===== src/dcf_pkg.sv =====
// constants and types shared by the dual-port buffer control block
// assumes one core clock; port "clocks" arrive as plain synchronous inputs
`default_nettype none

package dcf_pkg;

  // ==========================================================
  // buffer geometry
  localparam int DATA_W = 36;
  localparam int CFG_W = 8;
  localparam int ADDR_W = 4;
  localparam int DEPTH = 16;
  localparam int PTR_W = ADDR_W + 1;
  localparam int CFG_REGS = 2;

  // ==========================================================
  // register bus, byte addresses
  localparam int BUS_AW = 8;
  localparam logic [BUS_AW-1:0] STATUS_OFS = 8'h00;
  localparam logic [BUS_AW-1:0] MASK_OFS = 8'h04;
  localparam logic [BUS_AW-1:0] AE_OFS_OFS = 8'h08;
  localparam logic [BUS_AW-1:0] AF_OFS_OFS = 8'h0C;
  localparam logic [BUS_AW-1:0] LEVEL_OFS = 8'h10;

  // ==========================================================
  // status / mask bit positions
  localparam int EV_W = 4;
  localparam int EV_OVERFLOW = 0;
  localparam int EV_UNDERFLOW = 1;
  localparam int EV_EMPTIED = 2;
  localparam int EV_FILLED = 3;

  // level register field positions
  localparam int LVL_COUNT_LSB = 0;
  localparam int LVL_FLAGS_LSB = 8;

  // config register indices, in load order
  localparam logic CFG_IDX_AE = 1'b0;
  localparam logic CFG_IDX_AF = 1'b1;

  // ==========================================================
  // reset values
  localparam logic [CFG_W-1:0] AE_OFS_RST = 8'h02;
  localparam logic [CFG_W-1:0] AF_OFS_RST = 8'h02;
  localparam logic [EV_W-1:0] MASK_RST = 4'h0;
  localparam logic [EV_W-1:0] STATUS_RST = 4'h0;

  // active-low fill flags, carried together
  typedef struct packed {
    logic afull_n;
    logic aempty_n;
    logic full_n;
    logic empty_n;
  } dcf_flags_t;

  localparam dcf_flags_t FLAGS_RST = '{afull_n: 1'b1, aempty_n: 1'b0,
                                       full_n: 1'b1, empty_n: 1'b0};

  // one port access, decoded from the pin strobes
  typedef struct packed {
    logic mem;
    logic cfg;
  } dcf_access_t;

endpackage

`default_nettype wire


===== src/dcf_port_ctrl.sv =====
// dual-port buffer with configuration load path, fill flags and irq
// assumes every pin input except arst_n is synchronous to core_clk; port clocks are
// sampled and their rising edges act as one-cycle enables
//
// The address map and the plain strobed port are this design's own decisions.
`default_nettype none

module dcf_port_ctrl (
  input wire logic core_clk,
  input wire logic arst_n,
  // write port
  input wire logic write_clk,
  input wire logic wr_enable_n,
  input wire logic input_store_gate_n,
  input wire logic [dcf_pkg::DATA_W-1:0] wr_data,
  // read port
  input wire logic read_clk,
  input wire logic rd_enable_n,
  input wire logic out_enable_n,
  output logic [dcf_pkg::DATA_W-1:0] rd_data_out,
  output logic rd_data_oe_n,
  // shared
  input wire logic config_load_select,
  output logic empty_flag_n,
  output logic full_flag_n,
  output logic almost_empty_flag_n,
  output logic almost_full_flag_n,
  // register port
  input wire logic [dcf_pkg::BUS_AW-1:0] reg_addr,
  input wire logic [31:0] reg_wdata,
  input wire logic reg_wr,
  input wire logic reg_rd,
  output logic [31:0] reg_rdata,
  output logic irq
);
  import dcf_pkg::*;

  // ==========================================================
  // reset release
  // arst_n may drop at any time; every flop below except the storage array clears at once, but
  // release is staged so no flop leaves reset a cycle before its neighbours
  // limitation: while the two stages fill, pin edges are not seen at all,
  // so the far side must hold its port clocks low for those cycles
  // trade-off: two cycles of dead time bought a clean, glitch-free release
  logic rst_meta_reg;
  logic rst_n_reg;

  // async assert, two-flop release so downstream sees a clean edge
  always_ff @(posedge core_clk or negedge arst_n) begin
    if (!arst_n) begin
      rst_meta_reg <= 1'b0;
      rst_n_reg <= 1'b0;
    end else begin
      rst_meta_reg <= 1'b1;
      rst_n_reg <= rst_meta_reg;
    end
  end

  // ==========================================================
  // port clock edge detect
  // port clocks are plain samples of a pin, not real clock domains;
  // a pulse must stay high for at least one core_clk period to be seen
  // and low for one period between pulses, or an edge is lost silently
  // the sample flops clear to the idle low level, so a pin low at release gives no false edge;
  // a pin already high at release counts as a rising edge in the first cycle
  // limitation: port clocks faster than half of core_clk are not supported
  logic wclk_q_reg;
  logic rclk_q_reg;

  always_ff @(posedge core_clk or negedge rst_n_reg) begin
    if (!rst_n_reg) begin
      wclk_q_reg <= 1'b0;
      rclk_q_reg <= 1'b0;
    end else begin
      wclk_q_reg <= write_clk;
      rclk_q_reg <= read_clk;
    end
  end

  // strobes only on a rising edge with the enable low
  wire wr_edge = write_clk & ~wclk_q_reg;
  wire rd_edge = read_clk & ~rclk_q_reg;
  wire wr_go = wr_edge & ~wr_enable_n;
  wire rd_go = rd_edge & ~rd_enable_n;

  // ==========================================================
  // pointers and level
  // pointers carry one extra wrap bit so full and empty differ:
  // equal low bits with equal wrap bits mean empty, with differing wrap
  // bits full; the level is a plain modular difference of the two
  // hazard: a write and a read in one cycle both move, so the level is
  // unchanged, and neither is judged against the other's new value
  // refused accesses are judged on the level before the edge
  logic [PTR_W-1:0] wptr_reg;
  logic [PTR_W-1:0] rptr_reg;
  logic [PTR_W-1:0] level;
  logic is_empty;
  logic is_full;

  assign level = wptr_reg - rptr_reg;
  assign is_empty = (level == '0);
  assign is_full = (level == PTR_W'(DEPTH));

  // route each enabled strobe to memory or config
  dcf_access_t wr_acc;
  dcf_access_t rd_acc;
  assign wr_acc.mem = wr_go & config_load_select;
  assign wr_acc.cfg = wr_go & ~config_load_select;
  assign rd_acc.mem = rd_go & config_load_select;
  assign rd_acc.cfg = rd_go & ~config_load_select;

  // refused accesses still show up as status events
  wire wr_take = wr_acc.mem & ~is_full;
  wire rd_take = rd_acc.mem & ~is_empty;
  wire wr_refused = wr_acc.mem & is_full;
  wire rd_refused = rd_acc.mem & is_empty;

  // pointer moves even when the store is gated off
  always_ff @(posedge core_clk or negedge rst_n_reg) begin
    if (!rst_n_reg) begin
      wptr_reg <= '0;
      rptr_reg <= '0;
    end else begin
      if (wr_take) begin
        wptr_reg <= wptr_reg + PTR_W'(1);
      end
      if (rd_take) begin
        rptr_reg <= rptr_reg + PTR_W'(1);
      end
    end
  end

  // ==========================================================
  // storage array
  // sixteen words of full data width; the array has no reset, so words
  // left from before a reset stay in place but sit behind the read pointer
  // a gated write leaves the old word where it was, so the location is
  // skipped rather than cleared
  // write and read of one address in one cycle cannot clash: a read
  // needs level above zero and a write needs it below sixteen
  logic [DATA_W-1:0] mem [DEPTH];
  wire [ADDR_W-1:0] waddr = wptr_reg[ADDR_W-1:0];
  wire [ADDR_W-1:0] raddr = rptr_reg[ADDR_W-1:0];

  // no reset on the array; a stale word is read back only from a location skipped by a gated write
  always_ff @(posedge core_clk) begin
    if (wr_take && !input_store_gate_n) begin
      mem[waddr] <= wr_data;
    end
  end

  // ==========================================================
  // offset registers, loaded from pins or from software
  // two offsets share one pin path; a write index and a separate read
  // index each toggle on every config access, so loads and reads both
  // walk almost-empty first, then almost-full
  // limitation: the indices are only cleared by reset, so a half-finished
  // load sequence must be completed by the user
  // only the low byte of the pin word is taken; upper bits are ignored
  logic [CFG_W-1:0] ae_ofs_reg;
  logic [CFG_W-1:0] af_ofs_reg;
  logic cfg_widx_reg;
  logic cfg_ridx_reg;

  wire bus_ae_wr = reg_wr && (reg_addr == AE_OFS_OFS);
  wire bus_af_wr = reg_wr && (reg_addr == AF_OFS_OFS);
  wire pin_ae_wr = wr_acc.cfg && (cfg_widx_reg == CFG_IDX_AE);
  wire pin_af_wr = wr_acc.cfg && (cfg_widx_reg == CFG_IDX_AF);
  wire [CFG_W-1:0] cfg_rd_word = (cfg_ridx_reg == CFG_IDX_AE) ? ae_ofs_reg : af_ofs_reg;

  // software wins a same-cycle clash; pin loads walk the set in order
  always_ff @(posedge core_clk or negedge rst_n_reg) begin
    if (!rst_n_reg) begin
      ae_ofs_reg <= AE_OFS_RST;
      af_ofs_reg <= AF_OFS_RST;
      cfg_widx_reg <= CFG_IDX_AE;
      cfg_ridx_reg <= CFG_IDX_AE;
    end else begin
      if (bus_ae_wr) begin
        ae_ofs_reg <= reg_wdata[CFG_W-1:0];
      end else if (pin_ae_wr) begin
        ae_ofs_reg <= wr_data[CFG_W-1:0];
      end
      if (bus_af_wr) begin
        af_ofs_reg <= reg_wdata[CFG_W-1:0];
      end else if (pin_af_wr) begin
        af_ofs_reg <= wr_data[CFG_W-1:0];
      end
      if (wr_acc.cfg) begin
        cfg_widx_reg <= ~cfg_widx_reg;
      end
      if (rd_acc.cfg) begin
        cfg_ridx_reg <= ~cfg_ridx_reg;
      end
    end
  end

  // ==========================================================
  // read data path and output drive
  logic [DATA_W-1:0] q_reg;
  logic q_oe_n_reg;

  // output holds its last word between reads
  always_ff @(posedge core_clk or negedge rst_n_reg) begin
    if (!rst_n_reg) begin
      q_reg <= '0;
      q_oe_n_reg <= 1'b1;
    end else begin
      q_oe_n_reg <= out_enable_n;
      if (rd_take) begin
        q_reg <= mem[raddr];
      end else if (rd_acc.cfg) begin
        q_reg <= {{(DATA_W-CFG_W){1'b0}}, cfg_rd_word};
      end
    end
  end

  assign rd_data_out = q_reg;
  assign rd_data_oe_n = q_oe_n_reg;

  // ==========================================================
  // fill flags
  // all four flags come from one registered struct, so they change
  // together, one cycle after the pointers that they describe
  // almost-full compares against sixteen minus the offset; an offset
  // above sixteen wraps the limit and is not guarded against
  // all flags are active low, matching the pins they drive
  dcf_flags_t flags_reg;
  dcf_flags_t flags_next;
  wire [CFG_W-1:0] level_w = CFG_W'(level);
  wire [CFG_W-1:0] af_limit = CFG_W'(DEPTH) - af_ofs_reg;

  // flags trail the pointers by one cycle; they are outputs, not gates
  assign flags_next.empty_n = ~is_empty;
  assign flags_next.full_n = ~is_full;
  assign flags_next.aempty_n = ~(level_w <= ae_ofs_reg);
  assign flags_next.afull_n = ~(level_w >= af_limit);

  always_ff @(posedge core_clk or negedge rst_n_reg) begin
    if (!rst_n_reg) begin
      flags_reg <= FLAGS_RST;
    end else begin
      flags_reg <= flags_next;
    end
  end

  assign empty_flag_n = flags_reg.empty_n;
  assign full_flag_n = flags_reg.full_n;
  assign almost_empty_flag_n = flags_reg.aempty_n;
  assign almost_full_flag_n = flags_reg.afull_n;

  // ==========================================================
  // interrupt status and mask
  // four sticky events, each cleared by writing a one to its bit
  // the emptied and filled events come from flag transitions, so a
  // buffer that stays empty across reset raises no spurious event
  // irq is built from the next status so it rises with the status bit
  logic [EV_W-1:0] status_reg;
  logic [EV_W-1:0] mask_reg;
  logic [EV_W-1:0] events;
  logic [EV_W-1:0] status_next;
  logic irq_reg;

  // falling edges of the active-low flags mark entry to empty / full
  assign events[EV_OVERFLOW] = wr_refused;
  assign events[EV_UNDERFLOW] = rd_refused;
  assign events[EV_EMPTIED] = flags_reg.empty_n & ~flags_next.empty_n;
  assign events[EV_FILLED] = flags_reg.full_n & ~flags_next.full_n;

  wire status_wr = reg_wr && (reg_addr == STATUS_OFS);
  wire mask_wr = reg_wr && (reg_addr == MASK_OFS);
  wire [EV_W-1:0] w1c = status_wr ? reg_wdata[EV_W-1:0] : '0;

  // a new event beats a clear landing in the same cycle
  assign status_next = (status_reg & ~w1c) | events;

  always_ff @(posedge core_clk or negedge rst_n_reg) begin
    if (!rst_n_reg) begin
      status_reg <= STATUS_RST;
      mask_reg <= MASK_RST;
      irq_reg <= 1'b0;
    end else begin
      status_reg <= status_next;
      if (mask_wr) begin
        mask_reg <= reg_wdata[EV_W-1:0];
      end
      irq_reg <= |(status_next & mask_reg);
    end
  end

  assign irq = irq_reg;

  // ==========================================================
  // register read port
  // the level word packs the five-bit count in the low bits and the
  // four flags above it, so one read shows count and flags together
  // reads have no side effects; clearing status needs an explicit write
  logic [31:0] rdata_reg;
  logic [31:0] rdata_mux;
  logic [31:0] level_word;

  assign level_word = (32'(level) << LVL_COUNT_LSB) | (32'(flags_reg) << LVL_FLAGS_LSB);

  // unmapped addresses read as zero
  always_comb begin
    rdata_mux = '0;
    unique case (reg_addr)
      STATUS_OFS: rdata_mux = 32'(status_reg);
      MASK_OFS: rdata_mux = 32'(mask_reg);
      AE_OFS_OFS: rdata_mux = 32'(ae_ofs_reg);
      AF_OFS_OFS: rdata_mux = 32'(af_ofs_reg);
      LEVEL_OFS: rdata_mux = level_word;
      default: rdata_mux = '0;
    endcase
  end

  // data stands only in the cycle after the read strobe
  always_ff @(posedge core_clk or negedge rst_n_reg) begin
    if (!rst_n_reg) begin
      rdata_reg <= '0;
    end else begin
      rdata_reg <= reg_rd ? rdata_mux : 32'h0000_0000;
    end
  end

  assign reg_rdata = rdata_reg;

endmodule

`default_nettype wire


===== config.mk =====
export PLATFORM = sky130hd
export DESIGN_NAME = dcf_port_ctrl
export DESIGN_NICKNAME = d
export VERILOG_FILES = /design/src/dcf_pkg.sv /design/src/dcf_port_ctrl.sv
export SDC_FILE = /design/constraint.sdc
export NUM_CORES = 1
export LEC_CHECK = 0
export BUFFER_PORTS_ARGS = -buffer_cell sky130_fd_sc_hd__buf_2
export CAP_MARGIN = 15
export CELL_PAD_IN_SITES_DETAIL_PLACEMENT = 1
export CELL_PAD_IN_SITES_GLOBAL_PLACEMENT = 2
export CORE_ASPECT_RATIO = 0.9
export CORE_MARGIN = 2
export CORE_UTILIZATION = 35
export DETAILED_ROUTE_END_ITERATION = 8
export GPL_TIMING_DRIVEN = 0
export PLACE_DENSITY = 0.61
export SLEW_MARGIN = 10
export SYNTH_ARGS = -nofsm -noshare
export SYNTH_HDL_FRONTEND = slang
export SYNTH_SLANG_ARGS = --single-unit
export TNS_END_PERCENT = 5

===== constraint.sdc =====
create_clock -name core_clk -period 4.4 [get_ports core_clk]
set_clock_uncertainty 0.2 [all_clocks]
set_input_delay 0.88 -clock core_clk [delete_from_list [all_inputs] [get_ports core_clk]]
set_output_delay 0.88 -clock core_clk [all_outputs]
set_load 0.01 [all_outputs]

==> results.sh, run 1 <==
export IMPL_final_max_slew_viol_count=0
export IMPL_postSynthCellCount=1350
export IMPL_dp_hpwl_um=47900
export IMPL_drive_gt1_share_pct=30.6
export IMPL_dr_pass1_iters=5
export IMPL_num_rows=95
export IMPL_critPathMaxFanout=19
export IMPL_pwr_density_cell_nw_per_um2=607
export IMPL_clk_path_buf_depth=3
export IMPL_max_freq_mhz=240
export IMPL_finalNonFillerCells=2648
export IMPL_synth_area_leaders="edfxtp_1, mux4_2, dfrtp_1, mux2i_1, a22o_1"
export IMPL_path_delay_family="buffers and inverters"
export IMPL_synth_cell_types=62
export IMPL_post_route_util_pct=42.7
export IMPL_grt_pass1_vias=15200
export IMPL_async_flop_share_pct=14.0
export IMPL_tightest_slew_ns=1.08
export IMPL_fin_crit_sh_pct=94.5
export IMPL_grt_pass1_wl_um=103000
export IMPL_gp_congestion=0.725
export IMPL_n_antenna_cell=0
export IMPL_synth_top_area_share_pct=65.2
export IMPL_synth_area_per_cell_um2=19.7
export IMPL_wl_per_cell_um=26.1
export IMPL_startpoint="rptr_reg[1]$_DFFE_PN0P_"
export IMPL_yosys_warnings=0
export IMPL_hold_path_class="reg -> reg"
export IMPL_wirelength_um=69200
export IMPL_rsz0062_at_grt="no"
export IMPL_max_flop_register="mem"
export IMPL_critical_path_class="reg -> reg"
export IMPL_status="complete, no violations"
export IMPL_synth_seq_cells=670
export IMPL_slew_headroom_pct=27.6
export IMPL_insertion_delay_ns=0.61
export IMPL_cts_root_buf="clkbuf_16"
export IMPL_cp_cell_sequence="buf_4 > buf_12 > inv_1 > fa_1 > xnor2_2 > inv_2 > a211o_2 > a211oi_4 > nand2b_1 > buf_6 > buf_6 > nor3_4 > buf_8 > buf_8"
export IMPL_numCtsBuffers=75
export IMPL_synth_cell_area_um2=26500
export IMPL_rr_startpoint="rptr_reg[1]$_DFFE_PN0P_"
export IMPL_ant_nets=0
export IMPL_synth_edf_count=576
export IMPL_power_mw=19.4
export IMPL_dp_cells=2508
export IMPL_worstSetupEndpoint="mem[9][32]$_DFFE_PP_"
export IMPL_start_kind="flop"
export IMPL_cts_max_level=3
export IMPL_r2r_slack_ns=0.24
export IMPL_largest_register_ffs=576
export IMPL_antenna_found_initial=1
export IMPL_drc_errors=0
export IMPL_via_per_inst=5.21
export IMPL_crit_arrival_ns=4.32
export IMPL_clock_sinks=670
export IMPL_area_delta_synth_final_pct=20.5
export IMPL_initial_utilization_pct=35.4
export IMPL_crit_buf_inv=8
export IMPL_die_h_um=265
export IMPL_worst_path_stages=14
export IMPL_hold_viol_final=0
export IMPL_cts_tree="yes"
export IMPL_gr_usage_all_layers_pct=18.1
export IMPL_cpPeakStageDelay_ns=0.46
export IMPL_drv_cap=0
export IMPL_yosys_area_top_type="edfxtp_1"
export IMPL_nFillCells=7146
export IMPL_clkTransAtPathRegs_ns=0.06
export IMPL_yosysSeqAreaShare_pct=74.1
export IMPL_synth_top_flop_cell="edfxtp_1"
export IMPL_hp_start="rst_meta_reg$_DFF_PN0_"
export IMPL_finalNetCount=1724
export IMPL_die_w_um=294
export IMPL_cpMaxStageDelayCell="dfrtp_1"
export IMPL_ir_drop_v=0.000439
export IMPL_ioPinCount=161
export IMPL_setup_viol=0
export IMPL_post_route_min_period_ns=4.16
export IMPL_port_buffers=116
export IMPL_core_area_um2=74900
export IMPL_r2r_end="mem[9][32]$_DFFE_PP_"
export IMPL_rr_worst_depth=14
export IMPL_cp_required_ns=4.56
export IMPL_die_area_um2=78000
export IMPL_grt_max_degree=52
export IMPL_grt_overflow=0
export IMPL_first_iter_violations=833
export IMPL_holdWs_ns=0.147
export IMPL_p_leak_nw=11.3
export IMPL_setup_tns_ns=0
export IMPL_cp_end_kind="flop"
export IMPL_num_vias=13800
-- layout make-up --
type | count | area (µm²) | share of cell area, %
timing repair buffer | 171 | 1480 | 4.62
clock buffer | 102 | 2080 | 6.51
buffer | 89 | 490 | 1.53
multi-input combinational | 589 | 6590 | 20.6
inverter | 20 | 75.1 | 0.235
clock inverter | 37 | 397 | 1.24
sequential | 670 | 19700 | 61.5
tap | 970 | 1210 | 3.79
-- routing by layer --
metal | share of wire (%) | up-vias | global-route usage (%)
li1 | - | 6016 | -
met2 | 49 | 287 | 30.3
met5 | 0.019 | - | 0
met4 | 2.4 | 2 | 5.17
met3 | 4.2 | 101 | 3.20
met1 | 44 | 7389 | 24.3
-- through the flow --
step / setup slack, ns / cell area [µm²]
2_1_floorplan: -0.675 / 26700
3_3_place_gp: -4.13 / 28500
3_5_place_dp: -0.699 / 29500
4_1_cts: 0.0646 / 32000
5_1_grt: 0.0524 / 32000
6_report: 0.241 / 32000
-- timing repair --
| item | in CTS | in global routing |
|---|---|---|
| setup endpoints to repair | 596 | 87 |
| hold endpoints to repair | 2 | 0 |
| buffers inserted | 1 | 0 |
| pin swaps | 1 | 0 |
| resized for setup | 4 | 2 |
| hold buffers | 1 | 0 |
-- kinds of logic after synthesis --
family,count (synthesis),share of synthesized area [%]
fa+ha+maj,21,1.02
buf+inv,110,2.08
other cells,2,0.0283
compound gates,147,4.15
simple gates,169,3.10
xor+xnor,16,0.556
flops,670,74.1
mux,215,15.0
-- synth_stat cells (10+ instances only) --
library cell,number
a22o_1,31
nor3_1,18
clkbuf_1,37
dfrtp_1,89
a22oi_1,18
ha_1,20
nand2_1,51
mux4_2,145
a21oi_1,35
edfxtp_1,576
mux2i_1,61
inv_1,19
nand2b_1,10
buf_4,25
buf_2,17
a221oi_1,28
nor2_1,39
nand3_1,16
-- report_power, final --
group	total, mW	internal [mW]	leakage (nW)	switching (mW)
sequential	7.63	7.26	6.35	0.366
clock	6.27	3.70	1.22	2.57
combinational	5.52	2.43	3.70	3.09
total	19.4	13.4	11.3	6.03
-- layout by cell type (no fill, tap or decap), types with 20 or more instances in the layout --
cell type / n
mux4_2: 145
conb_1: 21
nor2_1: 39
ha_1: 20
buf_4: 27
edfxtp_1: 576
dfrtp_1: 88
mux2i_1: 61
nand2_1: 51
a22o_1: 31
a221oi_1: 28
a21oi_1: 35
buf_2: 132
clkbuf_16: 77
clkbuf_1: 55
buf_8: 34
-- worst min-delay path by stage --
stage                              to  slack, ns  cells after the start
2_1_floorplan     rst_n_reg$_DFF_PN0_       0.13                      0
3_3_place_gp      rst_n_reg$_DFF_PN0_       0.14                      0
3_5_place_dp      rst_n_reg$_DFF_PN0_       0.14                      0
4_1_cts        rd_data_oe_n$_DFF_PN1_       0.14                      1
5_1_grt        rd_data_oe_n$_DFF_PN1_       0.15                      1
6_report          rst_n_reg$_DFF_PN0_       0.15                      0
No activity file was read; power rests on OpenSTA's default activity.
==> run 2: changes to the inputs <==
--- a/config.mk
+++ b/config.mk
@@ -12,6 +12,7 @@
 export CORE_ASPECT_RATIO = 0.9
 export CORE_MARGIN = 2
 export CORE_UTILIZATION = 35
+export CTS_BUF_LIST = sky130_fd_sc_hd__clkbuf_8
 export DETAILED_ROUTE_END_ITERATION = 8
 export GPL_TIMING_DRIVEN = 0
 export PLACE_DENSITY = 0.61
==> run 2 against run 1 <==
- clock power is 16% lower
- sequential share of layout area is 0.63 points higher
- count of clock-buffer cells in the layout is 20 higher
- global-route usage is 0.17 points higher
- die area stayed put
- non-clock buffer count is 1 higher
- combinational power hardly changed
- via count is 1.0% higher
- critical endpoint unchanged
- largest power group unchanged
==> results.sh, run 2 (same netlist as run 1, synthesis figures left out) <==
export IMPL_status="complete, no violations"
export IMPL_max_freq_mhz=238
export IMPL_grt_max_degree=52
export IMPL_nFillCells=7216
export IMPL_largest_register_ffs=576
export IMPL_critPathMaxFanout=19
export IMPL_max_flop_register="mem"
export IMPL_final_cell_mix="edfxtp_1, mux4_2, buf_2, clkbuf_8, dfrtp_1"
export IMPL_setup_tns_ns=0
export IMPL_initial_utilization_pct=35.4
export IMPL_p_leak_nw=11.3
export IMPL_hold_path_class="in -> reg"
export IMPL_finalNonFillerCells=2722
export IMPL_numCtsBuffers=111
export IMPL_wirelength_um=69900
export IMPL_ir_drop_v=0.000286
export IMPL_drv_cap=0
export IMPL_die_area_um2=78000
export IMPL_grt_pass1_vias=15500
export IMPL_mostFrequentLayoutCell="edfxtp_1"
export IMPL_clock_sinks=670
export IMPL_num_vias=13900
export IMPL_fin_crit_sh_pct=95.4
export IMPL_area_delta_synth_final_pct=19.3
export IMPL_grt_overflow=0
export IMPL_hold_viol_final=0
export IMPL_antenna_found_initial=2
export IMPL_rsz0062_at_grt="no"
export IMPL_cts_max_level=3
export IMPL_dp_cells=2508
export IMPL_via_per_inst=5.12
export IMPL_first_iter_violations=814
export IMPL_gp_congestion=0.725
export IMPL_clkTransAtPathRegs_ns=0.07
export IMPL_insertion_delay_ns=0.76
export IMPL_cts_tree="yes"
export IMPL_cp_end_kind="flop"
export IMPL_holdWs_ns=0.0833
export IMPL_dr_pass1_iters=5
export IMPL_cpPeakStageDelay_ns=0.47
export IMPL_num_rows=95
export IMPL_gr_usage_all_layers_pct=18.3
export IMPL_cp_cell_sequence="buf_4 > buf_12 > inv_1 > fa_1 > xnor2_2 > inv_2 > a211o_2 > a211oi_4 > nand2b_1 > buf_6 > buf_6 > nor3_4 > buf_8 > buf_8"
export IMPL_post_route_min_period_ns=4.20
export IMPL_grt_pass1_wl_um=103000
export IMPL_tightest_slew_ns=1.05
export IMPL_slew_headroom_pct=29.6
export IMPL_wl_per_cell_um=25.7
export IMPL_core_area_um2=74900
export IMPL_power_mw=18.4
export IMPL_drive_gt1_share_pct=31.0
export IMPL_final_max_slew_viol_count=0
export IMPL_clk_path_buf_depth=3
export IMPL_die_w_um=294
export IMPL_finalNetCount=1761
export IMPL_cp_required_ns=4.68
export IMPL_setup_viol=0
export IMPL_start_kind="flop"
export IMPL_setup_ws_ns=0.201
export IMPL_crit_arrival_ns=4.47
export IMPL_die_h_um=265
export IMPL_drc_errors=0
export IMPL_critical_path_class="reg -> reg"
export IMPL_ioPinCount=161
export IMPL_cpMaxStageDelayCell="dfrtp_1"
export IMPL_ant_nets=0
export IMPL_port_buffers=116
export IMPL_pre_cts_ws_ns=-0.699
export IMPL_dp_hpwl_um=47900
export IMPL_pwr_density_cell_nw_per_um2=582
export IMPL_cts_root_buf="clkbuf_8"
run 2: per-layer routing:
layer / vias to the layer above / part of all wire, % / global-route usage (%)
met1: 7348 / 44 / 24.2
li1: 6109 / - / -
met3: 125 / 4.7 / 4.04
met2: 354 / 49 / 30.3
met5: - / 0.023 / 0
met4: 2 / 2.5 / 5.53
run 2: worst max-delay path, delay by kind of cell, from the launching register on:
kind / cells / cell delay [ns]
buf+inv: 8 / 1.51
compound gates: 2 / 0.68
flops: 1 / 0.47
fa+ha+maj: 1 / 0.46
simple gates: 2 / 0.29
xor+xnor: 1 / 0.27
run 2: final cells by class:
| cell class | count | area, µm² | share of cell area [%] |
|---|---|---|---|
| Tap cell | 970 | 1210 | 3.83 |
| Inverter | 20 | 75.1 | 0.237 |
| Buffer | 89 | 490 | 1.55 |
| Clock inverter | 89 | 459 | 1.45 |
| Timing Repair Buffer | 172 | 1490 | 4.70 |
| Sequential cell | 670 | 19700 | 62.1 |
| Multi-Input combinational cell | 589 | 6590 | 20.8 |
| Clock buffer | 122 | 1680 | 5.30 |
| Antenna cell | 1 | 2.50 | 0.00790 |
run 2: per-stage QoR:
stage / cell area, µm² / util (%)
final: 31700 / 42.3
after global routing: 31700 / 42.3
after CTS: 31700 / 42.3
after detailed placement: 29500 / 39.4
after global placement: 28500 / 38.1
after floorplan: 26700 / -
run 2: where the power goes:
| group | internal [mW] | switching [mW] |
|---|---|---|
| Sequential | 7.26 | 0.369 |
| Combinational | 2.43 | 3.10 |
| Clock | 2.68 | 2.58 |
| Total | 12.4 | 6.04 |
run 2: path summary, 6_finish.rpt:
path / from / to / slack [ns] / cells past startpoint
min: write_clk / wclk_q_reg$_DFF_PN0_ / 0.08 / 1
max reg2reg: rptr_reg[1]$_DFFE_PN0P_ / mem[9][32]$_DFFE_PP_ / 0.20 / 14
min reg2reg: rst_meta_reg$_DFF_PN0_ / rst_n_reg$_DFF_PN0_ / 0.15 / 0
min in group asynchronous: rst_n_reg$_DFF_PN0_ / reg_rdata[11]$_DFF_PN0_ / 0.18 / 0
max in group asynchronous: rst_n_reg$_DFF_PN0_ / rd_data_out[16]$_DFFE_PN0P_ / 3.04 / 1
max: rptr_reg[1]$_DFFE_PN0P_ / mem[9][32]$_DFFE_PP_ / 0.20 / 14
run 2: repair_timing:
action,in CTS,in global routing
pin swaps,1,0
endpoints found under the setup margin,589,80
hold endpoints to repair,3,0
gates resized for setup,4,2
buffers inserted,1,0
hold buffers,2,0
==> run 3: changes to the inputs <==
==> constraint.sdc (replaced) <==
create_clock -name core_clk -period 4.2 [get_ports core_clk]
set_clock_uncertainty 0.2 [all_clocks]
set_input_delay 0.84 -clock core_clk [delete_from_list [all_inputs] [get_ports core_clk]]
set_output_delay 0.84 -clock core_clk [all_outputs]
set_load 0.01 [all_outputs]
==> run 3 against run 2 <==
- die area stayed put
- fmax increased by 4.4%
- hold slack improved by 0.070 ns
- critical path depth unchanged
- highest routed layer unchanged
- clock power up 8.4%
- sequential power grew 4.7%
- utilization increased by 0.32 points
- critical path type unchanged
- power rose by 6.0%
- sequential cell count stayed put
- worst setup slack got worse by 0.024 ns
- sequential share of layout area down 0.46 points
==> results.sh, run 3 (same netlist as run 1, synthesis figures left out) <==
export IMPL_status="complete, no violations"
export IMPL_final_max_slew_viol_count=0
export IMPL_holdWs_ns=0.153
export IMPL_critical_path_class="reg -> reg"
export IMPL_drc_errors=0
export IMPL_met1_usage_pct=25.5
export IMPL_crit_arrival_ns=4.28
export IMPL_rsz0062_at_grt="no"
export IMPL_antenna_found_initial=1
export IMPL_fin_crit_sh_pct=95.8
export IMPL_die_area_um2=78000
export IMPL_ioPinCount=161
export IMPL_wirelength_um=70300
export IMPL_rr_startpoint="rptr_reg[1]$_DFFE_PN0P_"
export IMPL_rr_worst_depth=14
export IMPL_area_delta_synth_final_pct=20.2
export IMPL_pwr_density_cell_nw_per_um2=612
export IMPL_hold_path_class="reg -> reg"
export IMPL_grt_util_met2_pct=30.0
export IMPL_final_cell_mix="edfxtp_1, mux4_2, buf_2, clkbuf_8, dfrtp_1"
export IMPL_max_flop_register="mem"
export IMPL_num_vias=14100
export IMPL_dp_hpwl_um=47400
export IMPL_holdPathStages=0
export IMPL_via_per_inst=5.16
export IMPL_ant_nets=0
export IMPL_cp_end_kind="flop"
export IMPL_hold_path_end="rst_n_reg$_DFF_PN0_"
export IMPL_numCtsBuffers=114
export IMPL_cts_root_buf="clkbuf_8"
export IMPL_clkTransAtPathRegs_ns=0.06
export IMPL_clock_sinks=670
export IMPL_initial_utilization_pct=35.4
export IMPL_port_buffers=116
export IMPL_critPathMaxFanout=19
export IMPL_tightest_slew_ns=1.10
export IMPL_cpMaxStageDelayCell="fa_1"
export IMPL_drive_gt1_share_pct=31.4
export IMPL_ir_drop_v=0.000294
export IMPL_cts_tree="yes"
export IMPL_largest_register_ffs=576
export IMPL_r2r_slack_ns=0.18
export IMPL_insertion_delay_ns=0.72
export IMPL_finalNetCount=1777
export IMPL_grt_max_degree=57
export IMPL_startpoint="rptr_reg[1]$_DFFE_PN0P_"
export IMPL_hold_viol_final=0
export IMPL_num_rows=95
export IMPL_cp_required_ns=4.46
export IMPL_grt_overflow=0
export IMPL_setup_tns_ns=0
export IMPL_grtUsageMet3_pct=3.38
export IMPL_wl_per_cell_um=25.7
export IMPL_p_leak_nw=11.5
export IMPL_n_antenna_cell=0
export IMPL_slew_headroom_pct=26.2
export IMPL_dr_pass1_iters=5
export IMPL_hp_start="rst_meta_reg$_DFF_PN0_"
export IMPL_setup_viol=0
export IMPL_cts_max_level=3
export IMPL_post_route_util_pct=42.6
export IMPL_drv_cap=0
export IMPL_power_mw=19.5
export IMPL_busiest_layer="met2"
export IMPL_first_iter_violations=1064
export IMPL_start_kind="flop"
export IMPL_grt_pass1_wl_um=104000
export IMPL_r2r_end="mem[9][25]$_DFFE_PP_"
export IMPL_post_route_min_period_ns=4.02
export IMPL_max_freq_mhz=249
export IMPL_cpPeakStageDelay_ns=0.43
export IMPL_grt_pass1_vias=15300
export IMPL_die_h_um=265
export IMPL_nFillCells=7247
export IMPL_gp_congestion=0.727
export IMPL_core_area_um2=74900
export IMPL_clk_path_buf_depth=3
export IMPL_cp_cell_sequence="clkbuf_16 > buf_6 > inv_1 > fa_1 > xnor2_2 > inv_2 > a211o_2 > a211oi_4 > nand2b_1 > buf_6 > buf_8 > nor3_4 > buf_16 > buf_8"
export IMPL_gr_usage_all_layers_pct=18.4
export IMPL_die_w_um=294
export IMPL_mostFrequentLayoutCell="edfxtp_1"
run 3: changes by cell type in the layout (fill, tap and decap cells not counted), sizes merged:
cell and delta:
clkinv -16, inv +15, buf +10, clkbuf +9
clkinvlp -3, dlygate4sd3 +2, bufinv +1, diode -1
run 3: cell type report:
| cell class | instances | area, µm² | share of cell area, % |
|---|---|---|---|
| multi-input cells | 589 | 6600 | 20.7 |
| plain buffers | 89 | 503 | 1.58 |
| clock inverters | 86 | 458 | 1.44 |
| well taps | 970 | 1210 | 3.80 |
| repair buffers | 185 | 1600 | 5.02 |
| inverters | 20 | 75.1 | 0.235 |
| flip-flops and latches | 670 | 19700 | 61.6 |
| clock buffers | 130 | 1790 | 5.61 |
run 3: through the flow:
| step | worst slack [ns] | instance area [µm²] | cells |
|---|---|---|---|
| floorplan | -0.216 | 26700 | 1369 |
| global placement | -2.76 | 28500 | 2455 |
| finish | 0.178 | 31900 | 2739 |
| CTS | 0.0201 | 31900 | 2738 |
| global route | 0.0156 | 31900 | 2739 |
| detailed placement | -0.624 | 29500 | 2507 |
run 3: repair_timing:
item                                    4_1_cts  5_1_grt
setup buffers                                12        0
cloned                                        0        0
endpoints found under the setup margin      513      121
hold buffers                                  4        0
hold endpoints to repair                      5        0
gates resized for setup                       2        2
pin swaps                                     7        2
run 3: how the worst max path moves through the flow:
| stage | to | slack, ns | cells after the start |
|---|---|---|---|
| floorplan | mem[7][0]$_DFFE_PP_ | -0.22 | 12 |
| global placement | mem[15][26]$_DFFE_PP_ | -2.76 | 12 |
| detailed placement | mem[3][24]$_DFFE_PP_ | -0.62 | 14 |
| CTS | mem[9][31]$_DFFE_PP_ | 0.02 | 14 |
| global route | mem[8][31]$_DFFE_PP_ | 0.02 | 13 |
| finish | mem[9][25]$_DFFE_PP_ | 0.18 | 14 |
run 3: worst max-delay path: cells and delay by family, from the launching register on:
| kind | cells | cell delay [ns] |
|---|---|---|
| adder cells (fa/ha/maj) | 1 | 0.43 |
| flip-flops | 1 | 0.42 |
| AO/OA/AOI/OAI | 2 | 0.68 |
| buffers and inverters | 8 | 1.48 |
| XOR/XNOR | 1 | 0.25 |
| AND/OR/NAND/NOR | 2 | 0.27 |
run 3: power breakdown:
part / internal [mW] / switching [mW]
Sequential: 7.61 / 0.374
Combinational: 2.56 / 3.27
Clock: 3.02 / 2.68
run 3: routing by layer:
layer,vias to the layer above,routed length (µm)
met4,2,1480
met2,353,34600
li1,6140,-
met1,7522,31200
met3,114,3050
met5,-,8
